[src/common/sis_pkg.sv]
// Shared constants and types for the sheet inspection I/O sequencer
package sis_pkg;

  // ----------------------------------------------------------------
  // Sequencer states
  // ----------------------------------------------------------------
  typedef enum logic [2:0] {
    SIS_IDLE    = 3'b000,
    SIS_CAPTURE = 3'b001,
    SIS_EVAL    = 3'b010,
    SIS_LEARN   = 3'b011,
    SIS_PICK    = 3'b100
  } sis_state_e;

  // ----------------------------------------------------------------
  // Comparison modes
  // ----------------------------------------------------------------
  localparam logic [1:0] SIS_MODE_IMAGE = 2'h0;
  localparam logic [1:0] SIS_MODE_GRAY = 2'h1;
  localparam logic [1:0] SIS_MODE_BARCODE = 2'h2;

  // ----------------------------------------------------------------
  // Network framing
  // ----------------------------------------------------------------
  localparam logic [15:0] SIS_NET_PORT = 16'hC355;
  localparam int SIS_PRE_LEN = 12;
  localparam logic [3:0] SIS_SIZE_FIRST = 4'h8;
  localparam logic [15:0] SIS_PRE_MAGIC = 16'h5046;
  localparam logic [15:0] SIS_PRE_VERSION = 16'h0001;

  // ----------------------------------------------------------------
  // Reset values
  // ----------------------------------------------------------------
  localparam logic SIS_MODE_OUT_RST = 1'b1;
  localparam logic [3:0] SIS_CNT_RST = 4'h0;

endpackage : sis_pkg

[src/verilog/sis_edge.sv]
// Two-stage synchroniser with rising and falling edge detection
`timescale 1ns/10ps
`default_nettype none
module sis_edge
  import sis_pkg::*;
(
  input wire logic i_clk_sys,
  input wire logic i_rst_n,
  input wire logic i_din,
  output logic o_level,
  output logic o_rise,
  output logic o_fall
);

  logic meta;
  logic sync;
  logic prev;
  logic next_meta;
  logic next_sync;
  logic next_prev;

  // Next values of the synchroniser chain
  always_comb
  begin
    next_meta = i_din;
    next_sync = meta;
    next_prev = sync;
  end

  // Register chain
  always_ff @(posedge i_clk_sys)
  begin
    if (!i_rst_n)
    begin
      meta <= 1'b0;
      sync <= 1'b0;
      prev <= 1'b0;
    end
    else
    begin
      meta <= next_meta;
      sync <= next_sync;
      prev <= next_prev;
    end
  end

  // Edge pulses use only the second and third stages
  assign o_level = sync;
  assign o_rise = sync & ~prev;
  assign o_fall = ~sync & prev;

endmodule : sis_edge
`default_nettype wire

[src/verilog/sis_prehdr.sv]
// Serialiser of the 12-byte network pre-header with 32-bit size field
`timescale 1ns/10ps
`default_nettype none
module sis_prehdr
  import sis_pkg::*;
(
  input wire logic i_clk_sys,
  input wire logic i_rst_n,
  input wire logic i_start,
  input wire logic [15:0] i_type,
  input wire logic [15:0] i_status,
  input wire logic [31:0] i_size,
  input wire logic i_ready,
  output logic o_valid,
  output logic [7:0] o_byte,
  output logic o_last,
  output logic o_busy
);

  logic busy;
  logic [3:0] idx;
  logic [95:0] hdr;
  logic next_busy;
  logic [3:0] next_idx;
  logic [95:0] next_hdr;

  // Fixed-length header, data length last, big endian
  always_comb
  begin
    next_busy = busy;
    next_idx = idx;
    next_hdr = hdr;
    if (!busy && i_start)
    begin
      next_busy = 1'b1;
      next_idx = SIS_CNT_RST;
      next_hdr = {SIS_PRE_MAGIC, SIS_PRE_VERSION, i_type, i_status, i_size};
    end
    else if (busy && i_ready)
    begin
      next_hdr = {hdr[87:0], 8'h00};
      next_idx = idx + 4'h1;
      if (idx == 4'(SIS_PRE_LEN - 1))
        next_busy = 1'b0;
    end
  end

  // Header registers
  always_ff @(posedge i_clk_sys)
  begin
    if (!i_rst_n)
    begin
      busy <= 1'b0;
      idx <= SIS_CNT_RST;
      hdr <= 96'h0;
    end
    else
    begin
      busy <= next_busy;
      idx <= next_idx;
      hdr <= next_hdr;
    end
  end

  assign o_valid = busy;
  assign o_byte = hdr[95:88];
  assign o_last = busy && (idx == 4'(SIS_PRE_LEN - 1));
  assign o_busy = busy;

endmodule : sis_prehdr
`default_nettype wire

[src/verilog/sis_sequencer.sv]
// Capture, evaluation and teach-in sequencer of the sheet inspection sensor
// How it works
// - Each trigger rising edge in inspection while the sequencer is idle captures one image, then inspects it.
// - Strobe output goes high when evaluation of the image is finished.
// - In inspection, result output low on fail, high on pass.
// - Image mode compares each later sheet with the stored pattern.
// - During learning, a trigger edge captures and stores the pattern image.
// - Learning trigger captures one or several images per learning sub-mode.
// - With several learning images, the best one becomes the pattern.
// - Strobe output high marks the end of learning.
// - After learning, result high on success; else low, gray mode used.
// - Barcode mode passes only on decoded code equal to stored code.
// - Network traffic uses TCP/IP on service port 50005.
// - Each packet is a 12-byte pre-header then variable data.
// - Mode output high in inspection, low in learning.
// - Pre-header ends with 32-bit byte length of the data.
`timescale 1ns/10ps
`default_nettype none
module sis_sequencer
  import sis_pkg::*;
#(
  parameter int CODE_W = 32,
  parameter int SCORE_W = 8
)
(
  input wire logic i_clk_sys,
  input wire logic i_rst_n,
  input wire logic i_trigger,
  input wire logic i_teach,
  input wire logic i_net_teach,
  input wire logic i_net_trigger,
  input wire logic i_barcode_en,
  input wire logic [3:0] i_learn_count,
  input wire logic [SCORE_W-1:0] i_pass_level,
  input wire logic [CODE_W-1:0] i_stored_code,
  output logic o_cap_req,
  input wire logic i_cap_done,
  input wire logic [SCORE_W-1:0] i_cap_score,
  input wire logic i_cap_learnable,
  input wire logic i_code_valid,
  input wire logic [CODE_W-1:0] i_code,
  output logic o_store_pat,
  output logic [3:0] o_store_index,
  output logic o_strobe,
  output logic o_result,
  output logic o_mode,
  output logic [1:0] o_cmp_mode,
  input wire logic [31:0] i_tx_size,
  input wire logic [15:0] i_tx_type,
  input wire logic [15:0] i_tx_status,
  input wire logic i_tx_start,
  input wire logic i_tx_ready,
  output logic o_tx_valid,
  output logic [7:0] o_tx_byte,
  output logic o_tx_last,
  output logic [15:0] o_tx_port
);

  // ----------------------------------------------------------------
  // Input synchronisers
  // ----------------------------------------------------------------
  logic trig_rise;
  logic teach_level;
  logic teach_rise;

  // Trigger edge detection
  sis_edge u_trig (
    .i_clk_sys(i_clk_sys),
    .i_rst_n(i_rst_n),
    .i_din(i_trigger),
    .o_level(),
    .o_rise(trig_rise),
    .o_fall()
  );

  // Teach line synchronisation
  sis_edge u_teach (
    .i_clk_sys(i_clk_sys),
    .i_rst_n(i_rst_n),
    .i_din(i_teach),
    .o_level(teach_level),
    .o_rise(teach_rise),
    .o_fall()
  );

  // ----------------------------------------------------------------
  // Sequencer state
  // ----------------------------------------------------------------
  sis_state_e state;
  sis_state_e next_state;
  logic learning;
  logic next_learning;
  logic net_learn;
  logic next_net_learn;
  logic [3:0] shots;
  logic [3:0] next_shots;
  logic [3:0] best_idx;
  logic [3:0] next_best_idx;
  logic [SCORE_W-1:0] best_score;
  logic [SCORE_W-1:0] next_best_score;
  logic best_ok;
  logic next_best_ok;
  logic cap_req;
  logic next_cap_req;
  logic store_pat;
  logic next_store_pat;
  logic [3:0] store_index;
  logic [3:0] next_store_index;
  logic strobe;
  logic next_strobe;
  logic result;
  logic next_result;
  logic gray_mode;
  logic next_gray_mode;
  logic mode;
  logic next_mode;

  logic trig_any;
  logic [3:0] want;

  assign trig_any = trig_rise | i_net_trigger;
  assign want = (i_learn_count == 4'h0) ? 4'h1 : i_learn_count;

  // Verdict for one inspected image, by comparison mode
  function automatic logic verdict(
    input logic bc_en,
    input logic [SCORE_W-1:0] score,
    input logic [SCORE_W-1:0] lvl,
    input logic code_ok,
    input logic [CODE_W-1:0] code,
    input logic [CODE_W-1:0] ref_code
  );
    if (bc_en)
      verdict = code_ok && (code == ref_code);
    else
      verdict = (score >= lvl);
  endfunction : verdict

  // Next-state and output computation
  always_comb
  begin
    next_state = state;
    next_learning = learning;
    next_net_learn = net_learn;
    next_shots = shots;
    next_best_idx = best_idx;
    next_best_score = best_score;
    next_best_ok = best_ok;
    next_cap_req = 1'b0;
    next_store_pat = 1'b0;
    next_store_index = store_index;
    next_strobe = strobe;
    next_result = result;
    next_gray_mode = gray_mode;
    // Learning starts on teach level or network command
    if (teach_rise || i_net_teach)
      next_net_learn = i_net_teach | net_learn;
    case (state)
      SIS_IDLE:
      begin
        if ((teach_level || next_net_learn) && !learning)
          next_learning = 1'b1;
        else if (learning && !teach_level && !net_learn)
          next_learning = 1'b0;
        if (trig_any)
        begin
          next_strobe = 1'b0;
          next_cap_req = 1'b1;
          next_shots = 4'h0;
          next_best_score = '0;
          next_best_ok = 1'b0;
          next_best_idx = 4'h0;
          if (learning)
            next_state = SIS_LEARN;
          else
            next_state = SIS_CAPTURE;
        end
      end
      SIS_CAPTURE:
      begin
        // Capture results are only valid in the done cycle
        if (i_cap_done)
        begin
          next_result = gray_mode && !i_barcode_en
                      ? (i_cap_score >= i_pass_level)
                      : verdict(i_barcode_en, i_cap_score, i_pass_level,
                                i_code_valid, i_code, i_stored_code);
          next_state = SIS_EVAL;
        end
      end
      SIS_EVAL:
      begin
        next_strobe = 1'b1;
        next_state = SIS_IDLE;
      end
      SIS_LEARN:
      begin
        if (i_cap_done)
        begin
          // Keep the best candidate seen so far
          if (i_cap_learnable && (!best_ok || i_cap_score > best_score))
          begin
            next_best_ok = 1'b1;
            next_best_score = i_cap_score;
            next_best_idx = shots;
          end
          next_shots = shots + 4'h1;
          if (shots + 4'h1 >= want)
            next_state = SIS_PICK;
          else
            next_cap_req = 1'b1;
        end
      end
      SIS_PICK:
      begin
        next_store_pat = 1'b1;
        next_store_index = best_idx;
        next_result = best_ok;
        next_gray_mode = !best_ok;
        next_strobe = 1'b1;
        next_net_learn = i_net_teach; // New command wins over the clear
        next_state = SIS_IDLE;
      end
      default:
      begin
        next_state = SIS_IDLE;
      end
    endcase
    next_mode = ~next_learning;
  end

  // Sequencer registers
  always_ff @(posedge i_clk_sys)
  begin
    if (!i_rst_n)
    begin
      state <= SIS_IDLE;
      learning <= 1'b0;
      net_learn <= 1'b0;
      shots <= SIS_CNT_RST;
      best_idx <= SIS_CNT_RST;
      best_score <= '0;
      best_ok <= 1'b0;
      cap_req <= 1'b0;
      store_pat <= 1'b0;
      store_index <= SIS_CNT_RST;
      strobe <= 1'b0;
      result <= 1'b0;
      gray_mode <= 1'b0;
      mode <= SIS_MODE_OUT_RST;
    end
    else
    begin
      state <= next_state;
      learning <= next_learning;
      net_learn <= next_net_learn;
      shots <= next_shots;
      best_idx <= next_best_idx;
      best_score <= next_best_score;
      best_ok <= next_best_ok;
      cap_req <= next_cap_req;
      store_pat <= next_store_pat;
      store_index <= next_store_index;
      strobe <= next_strobe;
      result <= next_result;
      gray_mode <= next_gray_mode;
      mode <= next_mode;
    end
  end

  // ----------------------------------------------------------------
  // Pin outputs
  // ----------------------------------------------------------------
  assign o_cap_req = cap_req;
  assign o_store_pat = store_pat;
  assign o_store_index = store_index;
  assign o_strobe = strobe;
  assign o_result = result;
  assign o_mode = mode;
  assign o_cmp_mode = i_barcode_en ? SIS_MODE_BARCODE
                    : (gray_mode ? SIS_MODE_GRAY : SIS_MODE_IMAGE);
  assign o_tx_port = SIS_NET_PORT;

  // ----------------------------------------------------------------
  // Network pre-header framing
  // ----------------------------------------------------------------
  logic [7:0] tx_byte;
  logic tx_valid;
  logic tx_last;
  logic [7:0] tx_byte_q;
  logic tx_valid_q;
  logic tx_last_q;

  // Header serialiser, size field last
  sis_prehdr u_hdr (
    .i_clk_sys(i_clk_sys),
    .i_rst_n(i_rst_n),
    .i_start(i_tx_start),
    .i_type(i_tx_type),
    .i_status(i_tx_status),
    .i_size(i_tx_size),
    .i_ready(i_tx_ready),
    .o_valid(tx_valid),
    .o_byte(tx_byte),
    .o_last(tx_last),
    .o_busy()
  );

  // Header byte stream registered toward the network stack
  always_ff @(posedge i_clk_sys)
  begin
    if (!i_rst_n)
    begin
      tx_byte_q <= 8'h00;
      tx_valid_q <= 1'b0;
      tx_last_q <= 1'b0;
    end
    else
    begin
      tx_byte_q <= tx_byte;
      tx_valid_q <= tx_valid & i_tx_ready;
      tx_last_q <= tx_last & i_tx_ready;
    end
  end

  assign o_tx_byte = tx_byte_q;
  assign o_tx_valid = tx_valid_q;
  assign o_tx_last = tx_last_q;

endmodule : sis_sequencer
`default_nettype wire

[config.mk]
export PLATFORM = sky130hd
export DESIGN_NAME = sis_sequencer
export DESIGN_NICKNAME = d
export VERILOG_FILES = /design/src/common/sis_pkg.sv /design/src/verilog/sis_edge.sv /design/src/verilog/sis_prehdr.sv /design/src/verilog/sis_sequencer.sv
export SDC_FILE = /design/constraint.sdc
export NUM_CORES = 1
export LEC_CHECK = 0
export ABC_AREA = 1
export ABC_CLOCK_PERIOD_IN_PS = 2029
export BUFFER_PORTS_ARGS = -buffer_cell sky130_fd_sc_hd__buf_2
export CAP_MARGIN = 30
export CORE_MARGIN = 1
export CORE_UTILIZATION = 31
export CTS_CLUSTER_DIAMETER = 80
export DETAILED_ROUTE_END_ITERATION = 16
export GPL_ROUTABILITY_DRIVEN = 0
export PLACE_DENSITY_LB_ADDON = 0.3
export SYNTH_ARGS = -nofsm -noshare
export SYNTH_HDL_FRONTEND = slang
export SYNTH_SLANG_ARGS = --single-unit
[constraint.sdc]
create_clock -name i_clk_sys -period 2.03 [get_ports i_clk_sys]
set_input_delay 0 -clock i_clk_sys [delete_from_list [all_inputs] [get_ports i_clk_sys]]
set_output_delay 0 -clock i_clk_sys [all_outputs]
set_load 0.02 [all_outputs]
==> results of run 1 <==
[power groups by stage]
stage / Combinational, mW / Clock, mW / Sequential, mW
3_3_place_gp: 1.32 / 0 / 3.26
3_5_place_dp: 1.33 / 0 / 3.26
6_report: 1.44 / 3.04 / 3.20
5_1_grt: 1.62 / 3.24 / 3.22
4_1_cts: 1.44 / 3.12 / 3.20
2_1_floorplan: 0.904 / 0 / 3.28
[per-layer routing]
layer	wire length (µm)	vias up
li1	-	3468
met1	8200	2929
met2	7740	168
met3	965	20
met4	245	0
met5	0	-
[worst reg2reg max path, stage by stage (launching register included)]
cell and delay [ns]:
dfxtp_1 0.41, ha_1 0.27, ha_1 0.27, o21ai_0 0.07, nand2_1 0.06, nand2_1 0.06, a21boi_2 0.17, o211ai_2 0.12
o21ai_0 0.17, inv_1 0.05
[sequential cells by signal, indices dropped and copies added, names as in the netlist, 3 cells and up]
signal and cells:
state 3, best_idx 4, o_store_index 4, o_tx_byte 8, shots 4, best_score 8
u_hdr.idx 4, u_hdr.hdr 96
[worst min-delay path by stage]
stage                     slack (ns)          start             to
after floorplan                 0.08   i_barcode_en  o_cmp_mode[0]
after global placement          0.20      i_trigger    u_trig.meta
after detailed placement        0.20      i_trigger    u_trig.meta
after CTS                      0.005  i_net_trigger       o_strobe
after global routing            0.03  i_net_trigger       o_strobe
final                           0.03  i_net_trigger       o_strobe
[cells in the mapped netlist, drive strengths merged, types with 12 or more instances]
| cell | instances |
|---|---|
| nand2 | 336 |
| dfxtp | 148 |
| inv | 117 |
| a21oi | 58 |
| nor2 | 56 |
| a31oi | 53 |
| buf | 35 |
| clkbuf | 27 |
| ha | 22 |
| nand3 | 22 |
| o21ai | 13 |
| xnor2 | 12 |
[layout make-up]
class,instances,area (µm²)
multi-input combinational,635,3120
inverter,118,443
clock buffer,21,470
sequential,148,2960
timing repair buffer,269,1810
tap,275,344
fill,2188,12000
clock inverter,11,98.8
[cells by family (layout without fill, tap and decap cells)]
kind of cell	Yosys count	after routing
and+or+nand+nor	436	436
buffers and inverters	180	419
AOI/OAI and AO/OA	148	148
DFF	148	148
adders and majority gates	22	22
xor gates and xnor gates	13	13
other	2	16
[timing repair]
| action | CTS | global route |
|---|---|---|
| endpoints found under the hold margin | 79 | 0 |
| hold buffers | 77 | 0 |
| gates resized for setup | 0 | 2 |
| endpoints found under the setup margin | 0 | 4 |
[per-stage QoR]
stage / std cells / power (mW)
after floorplan: 963 / 4.19
after global placement: 1368 / 4.58
after detailed placement: 1368 / 4.59
after CTS: 1477 / 7.76
after global routing: 1477 / 8.08
final: 1477 / 7.68
==> results.json, run 1 <==
{
  "dieArea_um2": 22500,
  "ant_nets": 0,
  "synthAdderAreaFrac_pct": 4.06,
  "crit_family": "adder cells",
  "hold_path_depth": 4,
  "synth-seq-area-share_pct": 43.7,
  "grt_util_met1_pct": 19.7,
  "p_comb_share_pct": 18.8,
  "final-hold-violation-count": 0,
  "cts.sinks": 148,
  "maxCapViolations": 0,
  "synth_flop_cell": "dfxtp_1",
  "fmax_mhz": 567,
  "tritoncts": "built",
  "grt-ovfl-total": 0,
  "synthTopCellsByArea": "dfxtp_1 (44%), nand2_1 (18%), inv_1 (6.2%)",
  "reg2reg_to": "state[0]",
  "nNetsFinal": 1371,
  "synth_cells": 949,
  "ir_worst_vdd_mv": 0.557,
  "synth_compound_area_share_pct": 13.3,
  "postPlaceCellArea_um2": 7910,
  "yosys.area.top_type": "dfxtp_1",
  "rr_startpoint": "shots[0]",
  "finalWirelength_mm": 17.2,
  "rsz0062_at_grt": "no",
  "arrival_ns": 2.08,
  "slowest_stage": "dfxtp_1",
  "worst_slew_pin_slew_ns": 0.790,
  "ys_ff_latch": 148,
  "io_buffer_count": 180,
  "start_util_pct": 31.9,
  "rrSetupSlack_ns": 0.27,
  "antennaDiodeCount": 0,
  "utilization_pct": 43.6,
  "cts_root_buffer": "clkbuf_16",
  "cp-start-kind": "flop",
  "period_needed_ns": 1.76,
  "met2_usage_pct": 25.3,
  "grt_max_degree": 73,
  "final.setup.worst_slack_ns": 0.267,
  "yosysTopAreaCellShare_pct": 43.7,
  "first_pass_iters": 5,
  "h-tree-depth": 4,
  "netlist_area_um2": 6780,
  "avgSynthCellArea_um2": 7.14,
  "via_count": 6585,
  "muxShareOfSynthArea_pct": 0,
  "critPathCaptureType": "flop",
  "worstSetupPathType": "reg -> reg",
  "grt_first_pass_wirelength_mm": 27.9,
  "io_pins": 197,
  "path_depth": 9,
  "p_sw_mw": 2.22,
  "p_int_mw": 5.46,
  "clock_latency_ns": 0.43,
  "die-width_um": 150,
  "clkTransAtPathRegs_ns": 0.06,
  "min_path_type": "in -> reg",
  "top_usage_layer": "met2",
  "worstSetupEndpoint": "state[0]",
  "drt_iter0_markers": 369,
  "r2r_cells": 9,
  "slew_headroom_pct": 47.3,
  "final_cell_mix": "nand2_1 (332), buf_2 (180), dfxtp_1 (148)",
  "avgRoutedWirePerCell_um": 11.6,
  "ys_warn_count": 0,
  "synth_edf_count": 0,
  "synthXorXnorAreaFrac_pct": 1.68,
  "row_count": 53,
  "status": "completed",
  "coreArea_um2": 21200,
  "finalSetupTns_ns": 0,
  "area_delta_synth_final_pct": 36.6,
  "place_ws_ns": 0.139,
  "path_cells": "ha_1 > ha_1 > o21ai_0 > nand2_1 > nand2_1 > a21boi_2 > o211ai_2 > o21ai_0 > inv_1",
  "cpPeakStageDelay_ns": 0.41,
  "whs_ns": 0.0345,
  "cp_max_fo": 6,
  "synth_top_family_by_area": "simple AND/OR/NAND/NOR gates",
  "drc": 0,
  "power.share.clock_pct": 39.6,
  "fin_skew_ns": 0.00846,
  "post-dp-hpwl_mm": 11.3,
  "setup_viol": 0,
  "sw_frac_of_total_pct": 28.9,
  "antenna_found_initial": 0,
  "clockBufferDepth": 2,
  "path_buf_inv": 1,
  "startpoint": "shots[0]",
  "cp_data_required_time_ns": 2.35,
  "fin_area_um2": 9250,
  "gr-usage-met3_pct": 4.05,
  "synth_cell_types": 40,
  "power_leakage_nw": 4.20,
  "grt_pass1_vias": 6034,
  "async_reset_ff_share_pct": 0,
  "viasPerCell": 4.46,
  "seqPwrFrac_pct": 41.7,
  "drive_gt1_share_pct": 20.9,
  "p_per_area_nw_per_um2": 830,
  "drv_slew": 0,
  "cts_made_buffers": 17,
  "final_common_cell": "nand2_1",
  "die_h_um": 150,
  "grt_usage_pct": 15.6,
  "synthSimpleGateAreaFrac_pct": 25.8,
  "min_period_over_period_pct": 86.9,
  "post_cts_buffers": 0
}
No activity file was read; power rests on OpenSTA's default activity.
==> inputs of run 2 (changes only) <==
- SETUP_SLACK_MARGIN: not set -> 0.5
==> results.json, run 2 (synthesis results as in run 1) <==
{
  "via_count": 6648,
  "arrival_ns": 1.97,
  "maxCapViolations": 0,
  "nNetsFinal": 1392,
  "grt-ovfl-total": 0,
  "slew_headroom_pct": 49.5,
  "min_period_over_period_pct": 81.7,
  "start_util_pct": 31.9,
  "clkTransAtPathRegs_ns": 0.06,
  "p_sw_mw": 2.50,
  "setup_viol": 0,
  "p_per_area_nw_per_um2": 833,
  "die_h_um": 150,
  "fin_skew_ns": 0.0119,
  "cp_data_required_time_ns": 2.34,
  "rrSetupSlack_ns": 0.37,
  "tritoncts": "built",
  "drt_iter0_markers": 344,
  "io_buffer_count": 180,
  "sw_frac_of_total_pct": 30.9,
  "ant_nets": 0,
  "period_needed_ns": 1.66,
  "worstSetupPathType": "reg -> reg",
  "rr_startpoint": "shots[1]",
  "area_delta_synth_final_pct": 43.6,
  "cts_root_buffer": "clkbuf_16",
  "antennaDiodeCount": 0,
  "worstSetupEndpoint": "state[0]",
  "die-width_um": 150,
  "grt_max_degree": 70,
  "drv_slew": 0,
  "grt_first_pass_wirelength_mm": 28.9,
  "power.share.clock_pct": 38.5,
  "ir_worst_vdd_mv": 0.527,
  "p_int_mw": 5.60,
  "clock_latency_ns": 0.42,
  "row_count": 53,
  "rsz0062_at_grt": "yes",
  "p_comb_share_pct": 21.7,
  "viasPerCell": 4.44,
  "r2r_cells": 9,
  "cts.sinks": 148,
  "dieArea_um2": 22500,
  "grt_usage_pct": 16.2,
  "avgRoutedWirePerCell_um": 12.2,
  "seqPwrFrac_pct": 39.8,
  "regMostFlops": "u_hdr.hdr",
  "worst_hold_startpoint": "i_tx_ready",
  "final_cell_mix": "nand2_1 (328), buf_2 (180), dfxtp_1 (134)",
  "cts_made_buffers": 17,
  "drc": 0,
  "final-hold-violation-count": 0,
  "antenna_found_initial": 0,
  "clockBufferDepth": 2,
  "critPathCaptureType": "flop",
  "cp_max_fo": 4,
  "grt_pass1_vias": 6243,
  "cp-start-kind": "flop",
  "coreArea_um2": 21200,
  "worst_slew_pin_slew_ns": 0.757,
  "drive_gt1_share_pct": 26.7,
  "finalWirelength_mm": 18.3,
  "power_leakage_nw": 4.35,
  "h-tree-depth": 4,
  "startpoint": "shots[1]",
  "fmax_mhz": 603,
  "final_common_cell": "nand2_1",
  "reg2reg_to": "state[0]",
  "min_path_type": "in -> reg",
  "fillers": 2167,
  "largest_reg_flops": 96,
  "status": "completed",
  "whs_ns": 0.0164,
  "first_pass_iters": 4,
  "post-dp-hpwl_mm": 11.7,
  "finalSetupTns_ns": 0,
  "io_pins": 197
}
-- run 2: area by class of cell --
type / count / area [µm²] / share of cell area [%]
Tap cell: 275 / 344 / 3.54
Clock buffer: 17 / 425 / 4.37
Clock inverter: 15 / 166 / 1.71
Inverter: 118 / 450 / 4.63
Timing Repair inverter: 1 / 7.51 / 0.0772
Timing Repair Buffer: 289 / 1950 / 20.1
Sequential cell: 148 / 2990 / 30.8
Multi-Input combinational cell: 635 / 3390 / 34.8
-- run 2: layer usage --
metal | part of all wire [%] | wire length (µm) | vias up | global-route usage (%)
li1 | - | - | 3507 | -
met1 | 45 | 8280 | 2954 | 20.1
met2 | 48 | 8760 | 173 | 26.9
met3 | 5.6 | 1030 | 14 | 3.78
met4 | 1.2 | 223 | 0 | 6.41
met5 | 0 | 0 | - | 0
-- run 2: worst min-delay path by stage --
stage / slack, ns / cells after the start / endpoint
3_3_place_gp: 0.19 / 3 / u_trig.meta
6_report: 0.02 / 5 / u_hdr.idx[1]
5_1_grt: 0.09 / 5 / u_hdr.idx[1]
2_1_floorplan: 0.08 / 1 / o_cmp_mode[0]
4_1_cts: 0.0009 / 5 / u_hdr.idx[1]
3_5_place_dp: 0.19 / 3 / u_teach.meta
-- run 2: per-stage QoR --
stage	std cells	power [mW]	setup slack, ns	util [%]	instance area (µm²)
2_1_floorplan	963	4.21	0.479	-	6860
3_3_place_gp	1368	4.58	0.359	37.3	7920
3_5_place_dp	1368	4.60	0.324	37.3	7920
4_1_cts	1489	8.06	0.400	45.1	9570
5_1_grt	1498	8.53	0.242	45.8	9730
6_report	1498	8.10	0.371	45.8	9730
-- run 2: power groups by stage --
stage	Combinational, mW	Sequential (mW)	Clock (mW)
floorplan	0.917	3.29	0
global placement	1.31	3.27	0
detailed placement	1.33	3.27	0
CTS	1.65	3.21	3.20
global route	1.95	3.25	3.33
finish	1.76	3.22	3.12
-- run 2: critical path, stage by stage, from the launching register on --
cell and delay (ns):
dfxtp_4 0.36, ha_4 0.25, ha_4 0.25, o21ai_2 0.04, nand2_1 0.05, nand2_1 0.06
a21boi_2 0.20, o211ai_2 0.15, o21ai_1 0.15, inv_1 0.04
-- run 2: timing repair --
item	CTS	global route
hold endpoints to repair	91	0
setup buffers	8	9
hold buffers	79	0
gates resized for setup	43	27
endpoints found under the setup margin	19	29
cloned	2	0
pin swaps	31	16
==> inputs of run 3 (changes only) <==
- ABC_CLOCK_PERIOD_IN_PS: 2029 -> 1360
- clock period: 2.03 -> 1.36 ns (I/O delays scaled with it)
==> results.json, run 3 (synthesis results as in run 1) <==
{
  "clkTransAtPathRegs_ns": 0.07,
  "maxCapViolations": 0,
  "path_cells": "inv_2 > ha_4 > nand2_1 > a21oi_2 > nor2_1 > nand2_1 > nand2_1 > nand2_1 > nand2_2 > nand2_4 > buf_6 > nand3_4 > a21oi_2",
  "h-tree-depth": 4,
  "min_period_over_period_pct": 124,
  "cts_root_buffer": "clkbuf_16",
  "antennaDiodeCount": 0,
  "grt_max_degree": 50,
  "drive_gt1_share_pct": 51.0,
  "cpPeakStageDelay_ns": 0.33,
  "io_buffer_count": 180,
  "io_pins": 197,
  "final_cells": 1590,
  "cp-start-kind": "flop",
  "startpoint": "best_score[5]",
  "cts.sinks": 148,
  "ir_worst_vdd_mv": 0.913,
  "rsz0062_at_grt": "yes",
  "crit_top_cell": "nand2_1",
  "dieArea_um2": 22500,
  "final_common_cell": "nand2_1",
  "ant_nets": 0,
  "critPathCaptureType": "flop",
  "p_per_area_nw_per_um2": 1090,
  "dp_cells": 1405,
  "final.setup.worst_slack_ns": -0.325,
  "fin_skew_ns": 0.0151,
  "nNetsFinal": 1484,
  "grt_first_pass_wirelength_mm": 35.9,
  "period_needed_ns": 1.69,
  "worst_hold_startpoint": "i_rst_n",
  "slew_headroom_pct": 63.5,
  "worstSetupPathType": "reg -> reg",
  "arrival_ns": 2.04,
  "regMostFlops": "u_hdr.hdr",
  "finalSetupTns_ns": -6.09,
  "drc": 0,
  "tritoncts": "built",
  "slowest_stage": "dfxtp_2",
  "largest_reg_flops": 96,
  "post-dp-hpwl_mm": 12.2,
  "grt_pass1_vias": 7475,
  "via_count": 7533,
  "status": "finished with violations",
  "first_pass_iters": 4,
  "area_delta_synth_final_pct": 88.3,
  "failed_checks": "negative setup slack",
  "min_path_type": "in -> reg",
  "start_util_pct": 31.9,
  "final_cell_mix": "nand2_1 (195), buf_2 (160), dfxtp_1 (113)",
  "crit_family": "simple AND/OR/NAND/NOR gates",
  "clock_latency_ns": 0.44,
  "final-hold-violation-count": 0,
  "cts_made_buffers": 17,
  "drv_slew": 0,
  "viasPerCell": 4.74,
  "antenna_found_initial": 0,
  "row_count": 53,
  "worst_slew_pin_slew_ns": 0.548,
  "drt_iter0_markers": 339,
  "avgRoutedWirePerCell_um": 15.5,
  "cp_max_fo": 5,
  "die-width_um": 150,
  "clockBufferDepth": 2,
  "setup_viol": 71,
  "grt_usage_pct": 20.6,
  "power_leakage_nw": 5.97,
  "coreArea_um2": 21200,
  "rr_startpoint": "best_score[5]",
  "finalWirelength_mm": 24.7,
  "grt-ovfl-total": 0,
  "fmax_mhz": 593,
  "cp_data_required_time_ns": 1.72,
  "path_buf_inv": 2,
  "die_h_um": 150,
  "whs_ns": 0.0260
}
## run 3: changes by cell type in the layout (fill, tap and decap cells not counted), sizes merged
cell,change
buf,+92
nand2,+1
clkinv,-1
dlymetal6s4s,+1
clkbuf,+3
dlygate4sd3,-2
clkinvlp,-2
## run 3: final timing paths
| check | endpoint | slack (ns) | cells past startpoint |
|---|---|---|---|
| hold reg to reg | u_trig.o_level | 0.41 | 2 |
| hold / removal | o_tx_valid | 0.03 | 3 |
| setup / recovery | best_score[7] | -0.33 | 13 |
| setup reg to reg | best_score[7] | -0.33 | 13 |
## run 3: repair_timing
action                                 4_1_cts  5_1_grt
endpoints found under the hold margin       88        0
buffers inserted                            40        8
gates resized for setup                    298      210
setup endpoints to repair                  155      160
gates cloned                                26        1
hold buffers                                78        0
pin swaps                                   75       78
## run 3: stage by stage
stage	area (µm²)	utilization, %	power, mW	worst slack, ns
4_1_cts	11700	55.3	13.3	-0.247
3_3_place_gp	8450	39.8	7.23	-0.294
6_report	12800	60.1	13.9	-0.325
5_1_grt	12800	60.1	14.4	-0.452
2_1_floorplan	7220	-	6.46	-0.191
3_5_place_dp	8450	39.8	7.26	-0.381
## run 3: final cells by class
| class | count | area (µm²) |
|---|---|---|
| multi-input cells | 636 | 4660 |
| clock inverters | 13 | 140 |
| well taps | 275 | 344 |
| inverters | 118 | 462 |
| clock buffers | 19 | 464 |
| fillers | 1680 | 8460 |
| repair buffers | 381 | 3680 |
| flip-flops and latches | 148 | 3020 |
## run 3: report_power, final
group	total (mW)	switching, mW	internal [mW]
Clock	4.83	2.09	2.74
Sequential	4.89	0.248	4.64
Combinational	4.13	2.11	2.02
Total	13.9	4.45	9.40
## run 3: worst min-delay path, delay by kind of cell
family	cells	cell delay, ns
buffers and inverters	2	0.30
and+or+nand+nor	1	0.12
## run 3: routing by layer
metal  GRT usage, %  up-vias  routed length, µm
li1               -     3708                  -
met1           23.3     3515               9720
met2           36.7      256              12700
met3           4.82       54               1510
met4           8.84        0                733
met5              0        -                  0
